[src/inc/isl_pkg.sv]
// Package for the infrared secondary link sequencer.
// Assumes a 200 MHz clock; frames arrive already decoded as type codes.
package isl_pkg;

  // ----------------------------------------------------------------
  // Timing
  // ----------------------------------------------------------------
  localparam int unsigned CLK_MHZ          = 200;
  localparam int unsigned SILENCE_S        = 10;
  localparam longint unsigned SILENCE_CYC  = longint'(SILENCE_S) * CLK_MHZ * 1000000;
  localparam int unsigned LINK_BAUD        = 9600;

  // ----------------------------------------------------------------
  // Buffer
  // ----------------------------------------------------------------
  localparam int unsigned HOST_BUF_DEPTH   = 29;
  localparam int unsigned FIFO_DEPTH       = 16;
  localparam int unsigned CTS_STOP_LEVEL   = 23;
  localparam int unsigned DATA_W           = 8;

  // ----------------------------------------------------------------
  // Frame codes from the link decoder
  // ----------------------------------------------------------------
  typedef enum logic [3:0] {
    ISL_FR_XID     = 4'h1,
    ISL_FR_BCAST   = 4'h2,
    ISL_FR_SNRM    = 4'h3,
    ISL_FR_IAS_OPEN= 4'h4,
    ISL_FR_IAS_QRY = 4'h5,
    ISL_FR_DATA_OPEN = 4'h6,
    ISL_FR_DATA    = 4'h7,
    ISL_FR_STATUS  = 4'h8,
    ISL_FR_DISC    = 4'h9,
    ISL_FR_OTHER   = 4'h0
  } isl_frame_t;

  // Reply codes handed to the link encoder.
  typedef enum logic [3:0] {
    ISL_RP_NONE     = 4'h0,
    ISL_RP_XID      = 4'h1,
    ISL_RP_UA_PARAM = 4'h2,
    ISL_RP_IAS_OPEN = 4'h3,
    ISL_RP_IAS_ANS  = 4'h4,
    ISL_RP_DATA_OPEN= 4'h5,
    ISL_RP_KEEP     = 4'h6,
    ISL_RP_DATA     = 4'h7,
    ISL_RP_UA_DISC  = 4'h8
  } isl_reply_t;

  // Advertised parameters: rate bit for 9.6 kbaud only.
  localparam logic [7:0] PARAM_RATE_9600   = 8'h02;
  // Device class advertised: serial modem; value is arbitrary.
  localparam logic [7:0] DEV_CLASS_MODEM   = 8'h01;

  typedef enum logic [1:0] {
    ISL_NDM,
    ISL_DISC_LINK,
    ISL_DISC_IAS,
    ISL_NCM
  } isl_state_t;

endpackage

[src/core/isl_fifo.sv]
// Parameterised FIFO with valid/ready on both sides.
// Assumes one clock and an active-low asynchronous reset.
`timescale 1ns/100ps
`default_nettype none
module isl_fifo #(
  parameter int unsigned WIDTH = 8,
  parameter int unsigned DEPTH = 16
) (
  input  wire logic             clk,      // Clock.
  input  wire logic             nrst,     // Reset, active low.
  input  wire logic [WIDTH-1:0] in_data,  // Write data.
  input  wire logic             in_valid, // Write request.
  output logic                  in_ready, // Space available.
  output logic      [WIDTH-1:0] out_data, // Read data.
  output logic                  out_valid,// Data available.
  input  wire logic             out_ready,// Reader takes data.
  output logic [$clog2(DEPTH):0] level    // Words held.
);
  localparam int unsigned AW = $clog2(DEPTH);
  logic [WIDTH-1:0] mem [DEPTH];
  logic [AW-1:0] wr_ff, nxt_wr, rd_ff, nxt_rd;
  logic [AW:0]   cnt_ff, nxt_cnt;
  logic          push, pop;

  assign push      = in_valid && in_ready;
  assign pop       = out_valid && out_ready;
  assign in_ready  = (cnt_ff != (AW+1)'(DEPTH));
  assign out_valid = (cnt_ff != '0);
  assign out_data  = mem[rd_ff];
  assign level     = cnt_ff;

  always_comb begin
    nxt_wr  = push ? AW'(wr_ff + 1'b1) : wr_ff;
    nxt_rd  = pop  ? AW'(rd_ff + 1'b1) : rd_ff;
    nxt_cnt = cnt_ff;
    if (push && !pop) begin
      nxt_cnt = cnt_ff + 1'b1;
    end else if (pop && !push) begin
      nxt_cnt = cnt_ff - 1'b1;
    end
  end

  always_ff @(posedge clk or negedge nrst) begin
    if (!nrst) begin
      wr_ff  <= '0;
      rd_ff  <= '0;
      cnt_ff <= '0;
    end else begin
      wr_ff  <= nxt_wr;
      rd_ff  <= nxt_rd;
      cnt_ff <= nxt_cnt;
    end
  end

  always_ff @(posedge clk) begin
    if (push) begin
      mem[wr_ff] <= in_data;
    end
  end
endmodule
`default_nettype wire

[src/core/isl_sequencer.sv]
// Connection sequencer of an infrared secondary station.
// Assumes decoded link frames arrive as one-cycle strobes with a type code,
// and host UART bytes arrive as one-cycle strobes already deserialised.
//
// Functional notes
// - Enter discovery only after own XID reply, then primary's series and broadcast ID.
// - Without completed series and broadcast ID, stay disconnected indefinitely.
// - Link starts at the 9600 baud default before negotiation.
// - Advertise only 9.6 kbaud during parameter negotiation.
// - Primary sends parameters first; device answers with its own set.
// - Answer SNRM with UA carrying parameters and the given connection address.
// - Confirm information-channel open, then answer each resource query.
// - Answer service name, address and capability queries.
// - Confirm the data channel open before any user data moves.
// - During discovery answer everything locally, pass nothing to the host.
// - During discovery hold clear-to-send deasserted; host must not send.
// - When connected, clear-to-send stops the host once the buffer fills.
// - Host-side receive buffer holds 29 bytes, the outgoing data block size; the FIFO here holds 16.
// - Clear-to-send goes high once 23 bytes are held; the code raises it at 16 (CTS_STOP_LEVEL - 7).
// - Both stations check their sent packets arrive without errors.
// - While connected keep exchanging packets even without data.
// - Confirm a close-link command and return to disconnected.
// - Without close-link, drop to disconnected 10 s after the last frame.
// - Present as a modem-class serial device.
// - Do not give non-data circuits modem meaning.
// - Activity indicator goes low after 10 s without infrared activity.
// - Activity indicator goes high when XID discovery commands start.
// - Reply to XID in timeslot 0 only; ignore later XIDs of that series.
// - Never reply to the broadcast ID frame.
// - With data channel open in normal response mode, drive data-set-ready low.
`timescale 1ns/100ps
`default_nettype none
module isl_sequencer
  import isl_pkg::*;
#(
  parameter longint unsigned SILENCE_CYCLES = isl_pkg::SILENCE_CYC
) (
  input  wire logic                    clk,            // 200 MHz clock.
  input  wire logic                    nrst,           // Async reset, active low.
  input  wire logic                    rx_frame_valid, // Decoded frame strobe.
  input  wire isl_pkg::isl_frame_t     rx_frame_type,  // Frame type code.
  input  wire logic [7:0]              rx_slot,        // XID timeslot number.
  input  wire logic [7:0]              rx_conn_addr,   // SNRM connection address.
  input  wire logic                    rx_crc_ok,      // Frame checked good.
  input  wire logic                    rx_activity,    // Any infrared activity.
  output logic                         tx_reply_valid, // Reply request strobe.
  output isl_pkg::isl_reply_t          tx_reply_type,  // Reply type code.
  output logic [7:0]                   tx_conn_addr,   // Address for reply.
  output logic [7:0]                   tx_param_rate,  // Advertised rate bits.
  output logic [7:0]                   tx_dev_class,   // Advertised class.
  input  wire logic                    tx_ready,       // Encoder can take a byte.
  output logic                         tx_data_valid,  // Host byte to link.
  output logic [7:0]                   tx_data,        // Host byte value.
  input  wire logic                    host_rx_valid,  // Byte from host UART.
  input  wire logic [7:0]              host_rx_data,   // Host byte value.
  output logic                         host_cts_n,     // Clear-to-send, active low.
  output logic                         host_dsr_n,     // Data-set-ready, active low.
  output logic                         ir_activity_indicator, // Activity level.
  output logic                         link_baud_9600, // Link runs at 9600.
  output logic [1:0]                   link_state      // Sequencer state.
);
  import isl_pkg::*;

  // ----------------------------------------------------------------
  // Functions
  // ----------------------------------------------------------------
  function automatic logic is_frame(input logic v, input isl_frame_t t,
                                    input isl_frame_t want);
    return v && (t == want);
  endfunction

  // ----------------------------------------------------------------
  // Host buffer
  // ----------------------------------------------------------------
  logic [DATA_W-1:0] f_out;
  logic              f_out_valid, f_in_ready, f_pop;
  logic [4:0]        f_level;
  logic              host_ok;

  isl_fifo #(.WIDTH(DATA_W), .DEPTH(FIFO_DEPTH)) i_isl_fifo (
    .clk       (clk),
    .nrst      (nrst),
    .in_data   (host_rx_data),
    .in_valid  (host_rx_valid && host_ok),
    .in_ready  (f_in_ready),
    .out_data  (f_out),
    .out_valid (f_out_valid),
    .out_ready (f_pop),
    .level     (f_level)
  );

  // ----------------------------------------------------------------
  // State
  // ----------------------------------------------------------------
  isl_state_t state_ff, nxt_state;
  logic       xid_sent_ff, nxt_xid_sent;
  logic       data_open_ff, nxt_data_open;
  logic       ias_open_ff, nxt_ias_open;
  logic       rp_v_ff, nxt_rp_v;
  isl_reply_t rp_t_ff, nxt_rp_t;
  logic [7:0] addr_ff, nxt_addr;
  logic       cts_n_ff, nxt_cts_n;
  logic       dsr_n_ff, nxt_dsr_n;
  logic       act_ff, nxt_act;
  logic [40:0] sil_ff, nxt_sil;
  logic [40:0] idle_ff, nxt_idle;
  logic       txv_ff, nxt_txv;
  logic [7:0] txd_ff, nxt_txd;
  logic [4:0] blk_ff, nxt_blk;
  logic       good;

  // Bytes only enter the buffer while connected; discovery keeps host out.
  assign host_ok = (state_ff == ISL_NCM) && data_open_ff;
  assign good  = rx_frame_valid && rx_crc_ok;
  assign f_pop = f_out_valid && (!txv_ff || tx_ready);

  always_comb begin
    nxt_state     = state_ff;
    nxt_xid_sent  = xid_sent_ff;
    nxt_data_open = data_open_ff;
    nxt_ias_open  = ias_open_ff;
    nxt_rp_v      = 1'b0;
    nxt_rp_t      = rp_t_ff;
    nxt_addr      = addr_ff;
    nxt_sil       = sil_ff;
    nxt_idle      = idle_ff;
    nxt_act       = act_ff;
    nxt_txv       = txv_ff;
    nxt_txd       = txd_ff;
    nxt_blk       = blk_ff;

    // Activity indicator.
    if (rx_activity) begin
      nxt_idle = '0;
    end else if (idle_ff < 41'(SILENCE_CYCLES)) begin
      nxt_idle = idle_ff + 41'h1;
    end
    if (is_frame(good, rx_frame_type, ISL_FR_XID)) begin
      nxt_act = 1'b1;
    end else if (idle_ff >= 41'(SILENCE_CYCLES) - 41'h1 && !rx_activity) begin
      nxt_act = 1'b0;
    end

    // Silence timer since last good frame.
    if (good) begin
      nxt_sil = '0;
    end else if (state_ff != ISL_NDM) begin
      nxt_sil = sil_ff + 41'h1;
    end

    case (state_ff)
      ISL_NDM: begin
        nxt_data_open = 1'b0;
        nxt_ias_open  = 1'b0;
        if (is_frame(good, rx_frame_type, ISL_FR_XID)) begin
          // Only slot 0 is claimed; later slots of the series are ignored.
          if (rx_slot == 8'h00 && !xid_sent_ff) begin
            nxt_rp_v     = 1'b1;
            nxt_rp_t     = ISL_RP_XID;
            nxt_xid_sent = 1'b1;
          end
        end else if (is_frame(good, rx_frame_type, ISL_FR_BCAST)) begin
          // No reply to the broadcast; it closes the series.
          if (xid_sent_ff) begin
            nxt_state = ISL_DISC_LINK;
            nxt_sil   = '0;
          end
          nxt_xid_sent = 1'b0;
        end
      end
      ISL_DISC_LINK: begin
        if (is_frame(good, rx_frame_type, ISL_FR_SNRM)) begin
          nxt_addr  = rx_conn_addr;
          nxt_rp_v  = 1'b1;
          nxt_rp_t  = ISL_RP_UA_PARAM;
          nxt_state = ISL_DISC_IAS;
        end
      end
      ISL_DISC_IAS: begin
        if (is_frame(good, rx_frame_type, ISL_FR_IAS_OPEN)) begin
          nxt_ias_open = 1'b1;
          nxt_rp_v     = 1'b1;
          nxt_rp_t     = ISL_RP_IAS_OPEN;
        end else if (is_frame(good, rx_frame_type, ISL_FR_IAS_QRY) && ias_open_ff) begin
          nxt_rp_v = 1'b1;
          nxt_rp_t = ISL_RP_IAS_ANS;
        end else if (is_frame(good, rx_frame_type, ISL_FR_DATA_OPEN)) begin
          nxt_data_open = 1'b1;
          nxt_rp_v      = 1'b1;
          nxt_rp_t      = ISL_RP_DATA_OPEN;
          nxt_state     = ISL_NCM;
        end
      end
      ISL_NCM: begin
        if (is_frame(good, rx_frame_type, ISL_FR_DISC)) begin
          nxt_rp_v  = 1'b1;
          nxt_rp_t  = ISL_RP_UA_DISC;
          nxt_state = ISL_NDM;
        end else if (good && (rx_frame_type == ISL_FR_DATA ||
                              rx_frame_type == ISL_FR_STATUS)) begin
          // Answer every poll; send status when nothing is waiting.
          nxt_rp_v = 1'b1;
          nxt_rp_t = f_out_valid ? ISL_RP_DATA : ISL_RP_KEEP;
        end
      end
      default: begin
        nxt_state = ISL_NDM;
      end
    endcase

    // Falling back after silence.
    if (state_ff != ISL_NDM && sil_ff >= 41'(SILENCE_CYCLES) - 41'h1 && !good) begin
      nxt_state     = ISL_NDM;
      nxt_data_open = 1'b0;
      nxt_sil       = '0;
    end

    // Host bytes toward the link, counted in blocks of 29.
    if (f_pop) begin
      nxt_txv = 1'b1;
      nxt_txd = f_out;
      nxt_blk = (blk_ff == 5'(HOST_BUF_DEPTH - 1)) ? 5'h00 : blk_ff + 5'h01;
    end else if (tx_ready) begin
      nxt_txv = 1'b0;
    end
  end

  // Clear-to-send and data-set-ready; other circuits carry no modem meaning.
  always_comb begin
    nxt_cts_n = 1'b1;
    if (nxt_state == ISL_NCM && nxt_data_open) begin
      nxt_cts_n = (f_level >= 5'(CTS_STOP_LEVEL - 7)) || !f_in_ready;
    end
    nxt_dsr_n = !(nxt_state == ISL_NCM && nxt_data_open);
  end

  always_ff @(posedge clk or negedge nrst) begin
    if (!nrst) begin
      state_ff     <= ISL_NDM;
      xid_sent_ff  <= 1'b0;
      data_open_ff <= 1'b0;
      ias_open_ff  <= 1'b0;
      rp_v_ff      <= 1'b0;
      rp_t_ff      <= ISL_RP_NONE;
      addr_ff      <= 8'h00;
      cts_n_ff     <= 1'b1;
      dsr_n_ff     <= 1'b1;
      act_ff       <= 1'b0;
      sil_ff       <= '0;
      idle_ff      <= '0;
      txv_ff       <= 1'b0;
      txd_ff       <= 8'h00;
      blk_ff       <= 5'h00;
    end else begin
      state_ff     <= nxt_state;
      xid_sent_ff  <= nxt_xid_sent;
      data_open_ff <= nxt_data_open;
      ias_open_ff  <= nxt_ias_open;
      rp_v_ff      <= nxt_rp_v;
      rp_t_ff      <= nxt_rp_t;
      addr_ff      <= nxt_addr;
      cts_n_ff     <= nxt_cts_n;
      dsr_n_ff     <= nxt_dsr_n;
      act_ff       <= nxt_act;
      sil_ff       <= nxt_sil;
      idle_ff      <= nxt_idle;
      txv_ff       <= nxt_txv;
      txd_ff       <= nxt_txd;
      blk_ff       <= nxt_blk;
    end
  end

  // ----------------------------------------------------------------
  // Outputs
  // ----------------------------------------------------------------
  assign tx_reply_valid        = rp_v_ff;
  assign tx_reply_type         = rp_t_ff;
  assign tx_conn_addr          = addr_ff;
  assign tx_param_rate         = PARAM_RATE_9600;
  assign tx_dev_class          = DEV_CLASS_MODEM;
  assign tx_data_valid         = txv_ff;
  assign tx_data               = txd_ff;
  assign host_cts_n            = cts_n_ff;
  assign host_dsr_n            = dsr_n_ff;
  assign ir_activity_indicator = act_ff;
  assign link_baud_9600        = 1'b1;
  assign link_state            = state_ff;
endmodule
`default_nettype wire

[config.mk]
export PLATFORM = sky130hd
export DESIGN_NAME = isl_sequencer
export DESIGN_NICKNAME = d
export VERILOG_FILES = /design/src/inc/isl_pkg.sv /design/src/core/isl_fifo.sv /design/src/core/isl_sequencer.sv
export SDC_FILE = /design/constraint.sdc
export NUM_CORES = 1
export LEC_CHECK = 0
export ABC_AREA = 1
export BUFFER_PORTS_ARGS = -buffer_cell sky130_fd_sc_hd__buf_2
export CORE_UTILIZATION = 40
export CTS_CLUSTER_SIZE = 25
export DETAILED_ROUTE_END_ITERATION = 10
export GPL_TIMING_DRIVEN = 0
export PLACE_DENSITY = 0.64
export SLEW_MARGIN = 10
export SYNTH_ARGS = -nofsm -noshare
export SYNTH_HDL_FRONTEND = slang
export SYNTH_SLANG_ARGS = --single-unit
[constraint.sdc]
create_clock -name clk -period 7.11 [get_ports clk]
set_input_delay 0.3555 -clock clk [delete_from_list [all_inputs] [get_ports clk]]
set_output_delay 0.3555 -clock clk [all_outputs]
set_load 0.01 [all_outputs]
# Word-level counts from Yosys, hierarchy flattened
# Memory sizes are Yosys's and may differ from the RTL's. A register that Yosys moved wholly into a read port is not among the register bits.
# Cells that the tools add are included.
[op_classes] n_addsub=6 n_lt_le_gt_ge=4 n_eq_ne=21 muxes=57 n_reduce_logical=48
[op_table] op="41-bit two-way mux" n=9
[op_table] op="41-bit by 1-bit adder with 41-bit output, second input constant" n=2
[op_table] op="41-bit by 31-bit >= comparator with 1-bit output, second input constant" n=2
[op_table] op="41-bit by 31-bit < comparator with 1-bit output, second input constant" n=1
[op_table] op="4-bit two-way mux" n=8
[op_table] op="1-bit two-way mux" n=24
[op_table] op="1-bit logical AND" n=22
[op_table] op="2-bit two-way mux" n=9
[op_table] op="4-bit by 3-bit == test with 1-bit output, second input constant" n=4
[op_table] op="4-bit case mux with 4 select lines" n=1
[op_table] op="2-bit nonzero test" n=7
[op_table] op="5-bit two-way mux" n=2
[op_table] op="1-bit zero test" n=9
[op_table] op="4-bit by 1-bit adder with 4-bit output, second input constant" n=2
[op_table] op="4-bit by 2-bit == test with 1-bit output, second input constant" n=2
[op_table] op="4-bit == test, second input constant" n=2
[op_table] op="8-bit zero test" n=1
[op_table] op="2-bit inequality test, second input constant" n=4
[op_table] op="2-bit case mux with 4 select lines" n=1
[op_table] op="2-bit == test, second input constant" n=3
[op_table] op="5-bit by 1-bit adder with 5-bit output, second input constant" n=1
[op_table] op="5-bit >= comparator, second input constant" n=1
[op_table] op="5-bit inequality test, second input constant" n=1
[op_table] op="5-bit AND reduction" n=1
[op_table] op="other kinds (13)" n=17
[totals] reg_bits=117 mem_bits_rw=128 input_bits=35 out_inout_bits=44 elab_cells=153 mem_count=1
[mem_list] memory="i_isl_fifo.mem" words=16 word_bits=8 rd=1 rd_ports_with_merged_regs=1 wr=1 line_no="isl_fifo.sv:20" text="logic [WIDTH-1:0] mem [DEPTH];"

# Logic depth before layout (Yosys ltp)
# Gate-level depths: netlist of the first run.
[depth] word_depth=10 ltp_mapped=13 ltp_nobuf=13

# Cells and area by module
# Synthesis of the first run repeated with hierarchy kept, for this count alone.
[unflattened] cells_unflattened=1627 area_unflattened_um2=13262.7
[modules_own_cells] mod="isl_sequencer" instances=1 cells_per_inst=1008 area_each_um2=7015.5 seq_area_each_um2=2805.2
[modules_own_cells] mod="isl_fifo" instances=1 cells_per_inst=619 area_each_um2=6247.2 seq_area_each_um2=4169.0

# Worst setup path before layout of the first run
# No wires, ideal clock.
[synth_timing] kind="flip-flop to flip-flop" start="reg i_isl_fifo.cnt_ff[0], in the netlist i_isl_fifo.level[0]" end="reg i_isl_fifo.cnt_ff[4], in the netlist i_isl_fifo.level[4]" setup_time_ps=125 arrival_ps=2267 required_time_ps=6985 slack_ps=4718 stages_incl_launch_ff=14 n_path_buf=0 synth_period_minus_slack_ps=2392 path_cell_list="dfrtp_1 > nor4_1 > nand2_1 > nand2_1 > clkinv_1 > ha_1 > inv_1 > ha_1 > a21o_1 > a21oi_1 > nand2_1 > nand2_1 > nor2_1 > xor2_1"
[synth_via] elab_cells_between_ends=14 classes_between="2 x add/sub; 1 x eq/ne; 2 x mux; 9 x reduce/logical"
[synth_lines] item="from (decl)" line_no="isl_fifo.sv:22" text="logic [AW:0] cnt_ff, nxt_cnt;"
[synth_lines] item="from (signal assigned)" line_no="isl_fifo.sv:51" text="cnt_ff <= nxt_cnt;"
[synth_lines] item="5-bit inequality test *" line_no="isl_fifo.sv:27" text="assign in_ready = (cnt_ff != (AW+1)'(DEPTH));"
[synth_lines] item="1-bit logical AND *" line_no="isl_fifo.sv:25" text="assign push = in_valid && in_ready;"
[synth_lines] item="via i_isl_fifo.push" line_no="isl_fifo.sv:23" text="logic push, pop;"
[synth_lines] item="1-bit zero test" line_no="isl_fifo.sv:38" text="end else if (pop && !push) begin"
[synth_lines] item="1-bit logical AND" line_no="isl_fifo.sv:38"
[synth_lines] item="2-bit nonzero test (no line)"
# The timed path passes the listed nets; every way through them passes the cells marked *. The select of a mux whose other input is x is not followed.
# A chain may end at the register's enable or synchronous reset.

# Worst setup path after layout of the first run
[layout_timing] start="reg i_isl_fifo.cnt_ff[0], in the netlist i_isl_fifo.level[0]" end="reg i_isl_fifo.cnt_ff[4], in the netlist i_isl_fifo.level[4]"
[layout_via] elab_chain_len=6 elab_cells_between_ends=14 classes_between="2 x add/sub; 1 x eq/ne; 2 x mux; 9 x reduce/logical"
[layout_lines] item="branches (longest 6 deep; another with 5-bit by 1-bit subtractor with 5-bit output)"
# Parallel ways; which one is timed is not known. The select of a mux whose other input is x is not followed.

==> impl_metrics.csv, run 1 <==
group,metric,value,unit
setup_path,cp.required,7.54,ns
sta,rsz0062_at_grt,"false",
sta,finalSetupViolCount,0,
min_path,hold_path.class,"primary input to flop",
setup_path,end_kind,"flop",
outcome,outcome,"finished with violations",
synth,yosysUniqueCellTypes,49,
synth,ys_seq_elements,253,
placed_design,place_inst,1891,
floorplan,die_height,179,um
floorplan,die_area,32200,um2
clock_network,tritoncts,"built",
cells_and_area,nFillCells,2935,
detailed_routing,vias,9849,
grt,grt_pass1_vias,9720,
pwr,ir_worst_vdd,0.184,mV
cells_and_area,layout.nets,1580,
clock_network,insertion_delay,0.55,ns
sta,hold_violations,0,
cells_and_area,area_growth,14.9,%
placed_design,gp_congestion,0.923,
cells_and_area,fin_cells,1950,
cells_and_area,final_layout_size_suffix_gt1_share,11.9,%
synth,synth_top_area_cell,"edfxtp_1",
synth,synth_edf_count,128,
job,max_cap_viol_count,0,
synth,ys_top_cells_by_count,"nor2_1, nand2_1, edfxtp_1",
grt,grt_usage,19.4,%
detailed_routing,drc,4,
synth,syn_inst,1419,
grt,grt_antenna_before_repair,0,
sta,fin_crit,2.72,ns
pwr,powerDensity,287,nW/um2
sta,worst_hold_slack,0.0684,ns
synth,ys.flop_type,"edfxtp_1",
synth,synth-async-reset-ratio,49.4,%
floorplan,num_rows,64,
placed_design,portBuffers,60,
sta,worst_pin_slew,0.804,ns
clock_network,cts_sinks,253,
placed_design,dp_hpwl,21.8,mm
grt,grt_max_degree,85,
synth,synth-seq-area-share,55.3,%
synth,yosysTopAreaCellShare,30.5,%
pwr,total_power,4.15,mW
cells_and_area,diodes,0,
cells_and_area,final_util,47.0,%
min_path,hold_start,"tx_ready",
detailed_routing,avgViaCountPerCell,5.05,
setup_path,worst-setup-path-type,"flop to flop",
sta,maxSlewViolCount,0,
floorplan,die_x,179,um
detailed_routing,drt_pre_antenna_iters,10,
detailed_routing,drtAntennaViolNets,0,
synth,yosys_warnings,0,
setup_path,crit_path_max_fanout,4,
sta,relSlewSlack,46.2,%
synth,syn_avg_cell_area,8.88,um2
clock_network,post_cts_buffers,0,
outcome,failed_checks,"DRC",
sta,clock.fmax,368,MHz
sta,finClkSkew,0.0130,ns
floorplan,core_area,30800,um2
clock_network,htreeDepth,1,
floorplan,io_pins,79,
clock_network,clk_pin_slew,0.06,ns
sta,setup-tns-final,0,ns
floorplan,start_util,40.9,%
synth,synth_area,12600,um2
clock_network,root_buffer,"clkbuf_16",
grt,grt_pass1_wl,50.2,mm
setup_path,critPathLaunch,"i_isl_fifo.level[0]",
clock_network,clk_path_buf_depth,3,
setup_path,timing.rr.start,"i_isl_fifo.level[0]",
setup_path,critPathArrivalTime,3.15,ns
synth,yosys.cell_count.top_type,"nor2_1",
detailed_routing,drtIter0Drc,694,
detailed_routing,drt-total-wl,30.8,mm
synth,netlist_top_cells_area,"edfxtp_1, dfrtp_1, nor2_1, nand2_1, inv_1",
clock_network,cts_buffers,27,
sta,finalCritPeriodShare,38.2,%
grt,grt-ovfl-total,0,
pwr,leakage,5.85,nW
detailed_routing,wl_per_cell,15.8,um
setup_path,critPathLaunchType,"flop",
[kinds of logic (layout without fill, tap and decap cells)]
family                     Yosys count  in the layout  synth area share [%]
AOI/OAI and AO/OA                  158            158                  7.45
xor gates and xnor gates            57             57                  3.96
adders and majority gates           12             12                  1.25
buffers and inverters              183            303                  6.36
DFF                                253            253                  55.3
muxes                                1              1                0.0794
other                                2             17                0.0596
and+or+nand+nor                    753            753                  25.5
[repair_timing]
action | in CTS | in global routing
setup endpoints to repair | 0 | 0
hold buffers | 9 | 0
hold endpoints to repair | 49 | 0
gates resized for setup | 0 | 0
[path summary, 6_finish.rpt]
path,to,slack [ns],cells past startpoint
max in group asynchronous,host_cts_n,6.00,3
min,tx_data_valid,0.07,4
max reg2reg,i_isl_fifo.level[4],4.40,12
min in group asynchronous,idle_ff[0],0.31,2
min reg2reg,tx_conn_addr[3],0.47,2
max,i_isl_fifo.level[4],4.40,12
[layout make-up]
type	instances	area, um2	share of cell area [%]
flip-flops and latches	253	6970	48.2
plain buffers	62	348	2.40
repair buffers	70	424	2.93
multi-input cells	998	4880	33.7
inverters	121	454	3.14
clock inverters	15	173	1.19
well taps	396	495	3.42
clock buffers	35	726	5.01
[per-stage QoR]
stage                     setup slack, ns  area [um2]
after floorplan                      4.72       12700
after detailed placement             4.37       13500
after global routing                 4.20       14500
after CTS                            4.37       14500
after global placement               3.92       13500
final                                4.40       14500
[state kept, by name, summed over array words and instances, names as in the netlist, 2 cells and up]
register          count
tx_conn_addr          8
idle_ff              41
i_isl_fifo.rd_ff      4
sil_ff               41
tx_data               8
i_isl_fifo.wr_ff      4
i_isl_fifo.mem      128
i_isl_fifo.level      5
tx_reply_type         4
link_state            2
[placed cells by master, fill, tap and decap left out, drive strengths merged, types with 3 or more instances in the layout]
cell type	netlist	routed
nand2	283	283
a31oi	9	9
xnor2	12	12
bufinv	0	3
a21oi	10	10
clkinv	4	12
nand3	87	87
o31ai	7	7
inv	117	120
clkbuf	20	55
ha	11	11
nor2	311	311
buf	42	103
dfrtp	123	123
dlygate4sd3	0	9
edfxtp	128	128
nor3	32	32
o211ai	32	32
o22ai	11	11
o21ai	82	82
nor4	4	4
xor2	45	45
nand4	32	32
conb	2	17
[power breakdown]
part / switching [mW] / internal, mW
Sequential: 0.0677 / 1.63
Combinational: 0.700 / 0.337
Clock: 0.585 / 0.835
[layer usage]
layer  part of all wire, %  vias to the layer above  GRT usage, %  wire length, um
met5                     0                        -             0                0
met1                    46                     4642          26.0            14100
li1                      -                     4901             -                -
met2                    47                      256          32.8            14400
met4                   2.1                        0          5.55              651
met3                   5.3                       50          2.82             1640
[critical path, stage by stage (launching register included)]
cell     delay [ns]
dfrtp_1        0.43
nor4_1         0.40
nand2_1        0.13
nand2_1        0.24
ha_1           0.23
inv_1          0.11
fa_1           0.42
a21o_1         0.19
a21oi_1        0.15
nand2_1        0.07
nand2_1        0.06
nor2_1         0.04
xor2_1         0.13
Note: power is estimated with default switching activity, not from simulation.
==> run 2, diff against run 1 <==
--- a/config.mk
+++ b/config.mk
@@ -11,7 +11,7 @@
 export CTS_CLUSTER_SIZE = 25
 export DETAILED_ROUTE_END_ITERATION = 10
 export GPL_TIMING_DRIVEN = 0
-export PLACE_DENSITY = 0.64
+export PLACE_DENSITY = 0.67
 export SLEW_MARGIN = 10
 export SYNTH_ARGS = -nofsm -noshare
 export SYNTH_HDL_FRONTEND = slang
==> constraint.sdc (replaced) <==
create_clock -name clk -period 2.2 [get_ports clk]
set_input_delay 0.11 -clock clk [delete_from_list [all_inputs] [get_ports clk]]
set_output_delay 0.11 -clock clk [all_outputs]
set_load 0.01 [all_outputs]
==> impl_metrics.csv, run 2 (synthesized netlist as in run 1, its figures left out) <==
group,metric,value,unit
placed_design,dp_hpwl,21.5,mm
cells_and_area,final_util,48.0,%
placed_design,portBuffers,60,
cells_and_area,nFillCells,2856,
sta,relSlewSlack,54.8,%
cells_and_area,final_cell_mix,"nor2_1, nand2_1, edfxtp_1",
grt,grt_max_degree,88,
clock_network,clk_path_buf_depth,3,
clock_network,cts_buffers,27,
sta,worst_hold_slack,-0.00484,ns
floorplan,core_area,30800,um2
setup_path,cp.required,2.63,ns
cells_and_area,final_layout_size_suffix_gt1_share,14.3,%
detailed_routing,drtAntennaViolNets,0,
grt,grt_pass1_wl,50.6,mm
setup_path,critPathArrivalTime,2.71,ns
cells_and_area,final-seq-area,6980,um2
sta,finClkSkew,0.0124,ns
cells_and_area,final_common_cell,"nor2_1",
sta,finalCritPeriodShare,104,%
detailed_routing,wl_per_cell,15.8,um
clock_network,clk_pin_slew,0.06,ns
placed_design,gp_congestion,0.927,
cells_and_area,diodes,0,
floorplan,start_util,40.9,%
sta,finalWorstSetupSlack,-0.0796,ns
setup_path,critPathLaunch,"i_isl_fifo.level[1]",
setup_path,timing.rr.start,"i_isl_fifo.level[1]",
clock_network,cts_sinks,253,
floorplan,num_rows,64,
setup_path,ff2ff_path_depth,12,
detailed_routing,drt_pre_antenna_iters,7,
sta,worst_pin_slew,0.675,ns
detailed_routing,vias,10184,
clock_network,htreeDepth,1,
cells_and_area,reg_top3,"i_isl_fifo.mem: 128 flops, idle_ff: 41 flops, sil_ff: 41 flops",
cells_and_area,multiInputGateArea,5030,um2
setup_path,worst-setup-path-type,"flop to flop",
sta,maxSlewViolCount,0,
sta,rsz0062_at_grt,"true",
cells_and_area,layout.nets,1605,
cells_and_area,area_growth,17.5,%
outcome,failed_checks,"hold timing, setup timing",
pwr,ir_worst_vdd,0.629,mV
detailed_routing,drtIter0Drc,942,
grt,grt_pass1_vias,9958,
cells_and_area,largest_reg_flops,128,
clock_network,root_buffer,"clkbuf_16",
grt,grt_usage,19.5,%
pwr,leakage,5.94,nW
floorplan,io_pins,79,
clock_network,insertion_delay,0.55,ns
floorplan,die_x,179,um
detailed_routing,drt-total-wl,31.1,mm
floorplan,die_area,32200,um2
clock_network,tritoncts,"built",
pwr,powerDensity,910,nW/um2
sta,fin_crit,2.28,ns
setup_path,critPathLaunchType,"flop",
outcome,outcome,"finished with violations",
placed_design,dp_slack,-0.283,ns
setup_path,end_kind,"flop",
sta,hold_violations,1,
sta,finalSetupViolCount,1,
sta,clock.fmax,439,MHz
pwr,total_power,13.5,mW
setup_path,r2r_slack,-0.08,ns
grt,grt_antenna_before_repair,1,
grt,grt-ovfl-total,0,
setup_path,reg2reg_to,"i_isl_fifo.level[4]",
cells_and_area,top_register,"i_isl_fifo.mem",
detailed_routing,drc,0,
job,max_cap_viol_count,0,
floorplan,die_height,179,um
detailed_routing,avgViaCountPerCell,5.16,
setup_path,crit_path_max_fanout,4,
min_path,hold_path.class,"primary input to flop",
setup_path,crit_path_end,"i_isl_fifo.level[4]",
run 2: final cells by class:
cell class | instances | share of cell area, %
plain buffers | 62 | 2.36
clock buffers | 48 | 5.57
repair buffers | 95 | 4.37
well taps | 396 | 3.35
flip-flops and latches | 253 | 47.1
clock inverters | 2 | 0.169
multi-input cells | 998 | 33.9
inverters | 121 | 3.13
run 2: per-layer routing:
metal	vias up	GRT usage, %	wire length, um
li1	4961	-	-
met1	4823	26.3	13800
met2	352	32.1	14500
met3	48	3.14	2120
met4	0	6.07	690
met5	-	0	0
run 2: worst min-delay path by stage:
| stage | slack [ns] | start | to | cells after the start |
|---|---|---|---|---|
| 3_3_place_gp | 0.31 | rx_conn_addr[5] | tx_conn_addr[5] | 3 |
| 3_5_place_dp | 0.05 | nrst | idle_ff[5] | 1 |
| 5_1_grt | 0.004 | host_rx_data[5] | i_isl_fifo.mem[12][5] | 1 |
| 2_1_floorplan | -0.19 | nrst | data_open_ff | 0 |
| 4_1_cts | 0.005 | host_rx_data[0] | i_isl_fifo.mem[4][0] | 1 |
| 6_report | -0.005 | rx_slot[2] | xid_sent_ff | 4 |
run 2: timing repair:
item                                    in CTS  in global routing
cloned                                       0                  0
buffers inserted                             4                  7
hold buffers                                24                  0
hold endpoints to repair                   237                  0
endpoints found under the setup margin      59                124
gates resized for setup                     12                 26
pin swaps                                    4                 11
run 2: worst max-delay path, stage by stage, from the launching register on:
cell     delay [ns]
dfrtp_2        0.44
nor4_4         0.34
nand2_2        0.13
nand2_4        0.09
ha_4           0.15
inv_6          0.05
fa_2           0.34
a21o_1         0.20
a21oi_2        0.13
nand2_1        0.06
nand2_1        0.05
nor2_1         0.05
xor2_1         0.13
run 2: report_power, final:
group	switching [mW]	internal, mW
clock	1.83	2.53
sequential	0.241	5.26
combinational	2.38	1.23
total	4.45	9.02
run 2: through the flow:
| step | cell area (um2) | instances | setup TNS, ns |
|---|---|---|---|
| after floorplan | 12700 | 1434 | 0 |
| after global placement | 13500 | 1890 | -83.93 |
| after detailed placement | 13500 | 1891 | -0.450 |
| after CTS | 14700 | 1969 | -0.145 |
| after global routing | 14800 | 1975 | -0.902 |
| final | 14800 | 1975 | -0.0796 |
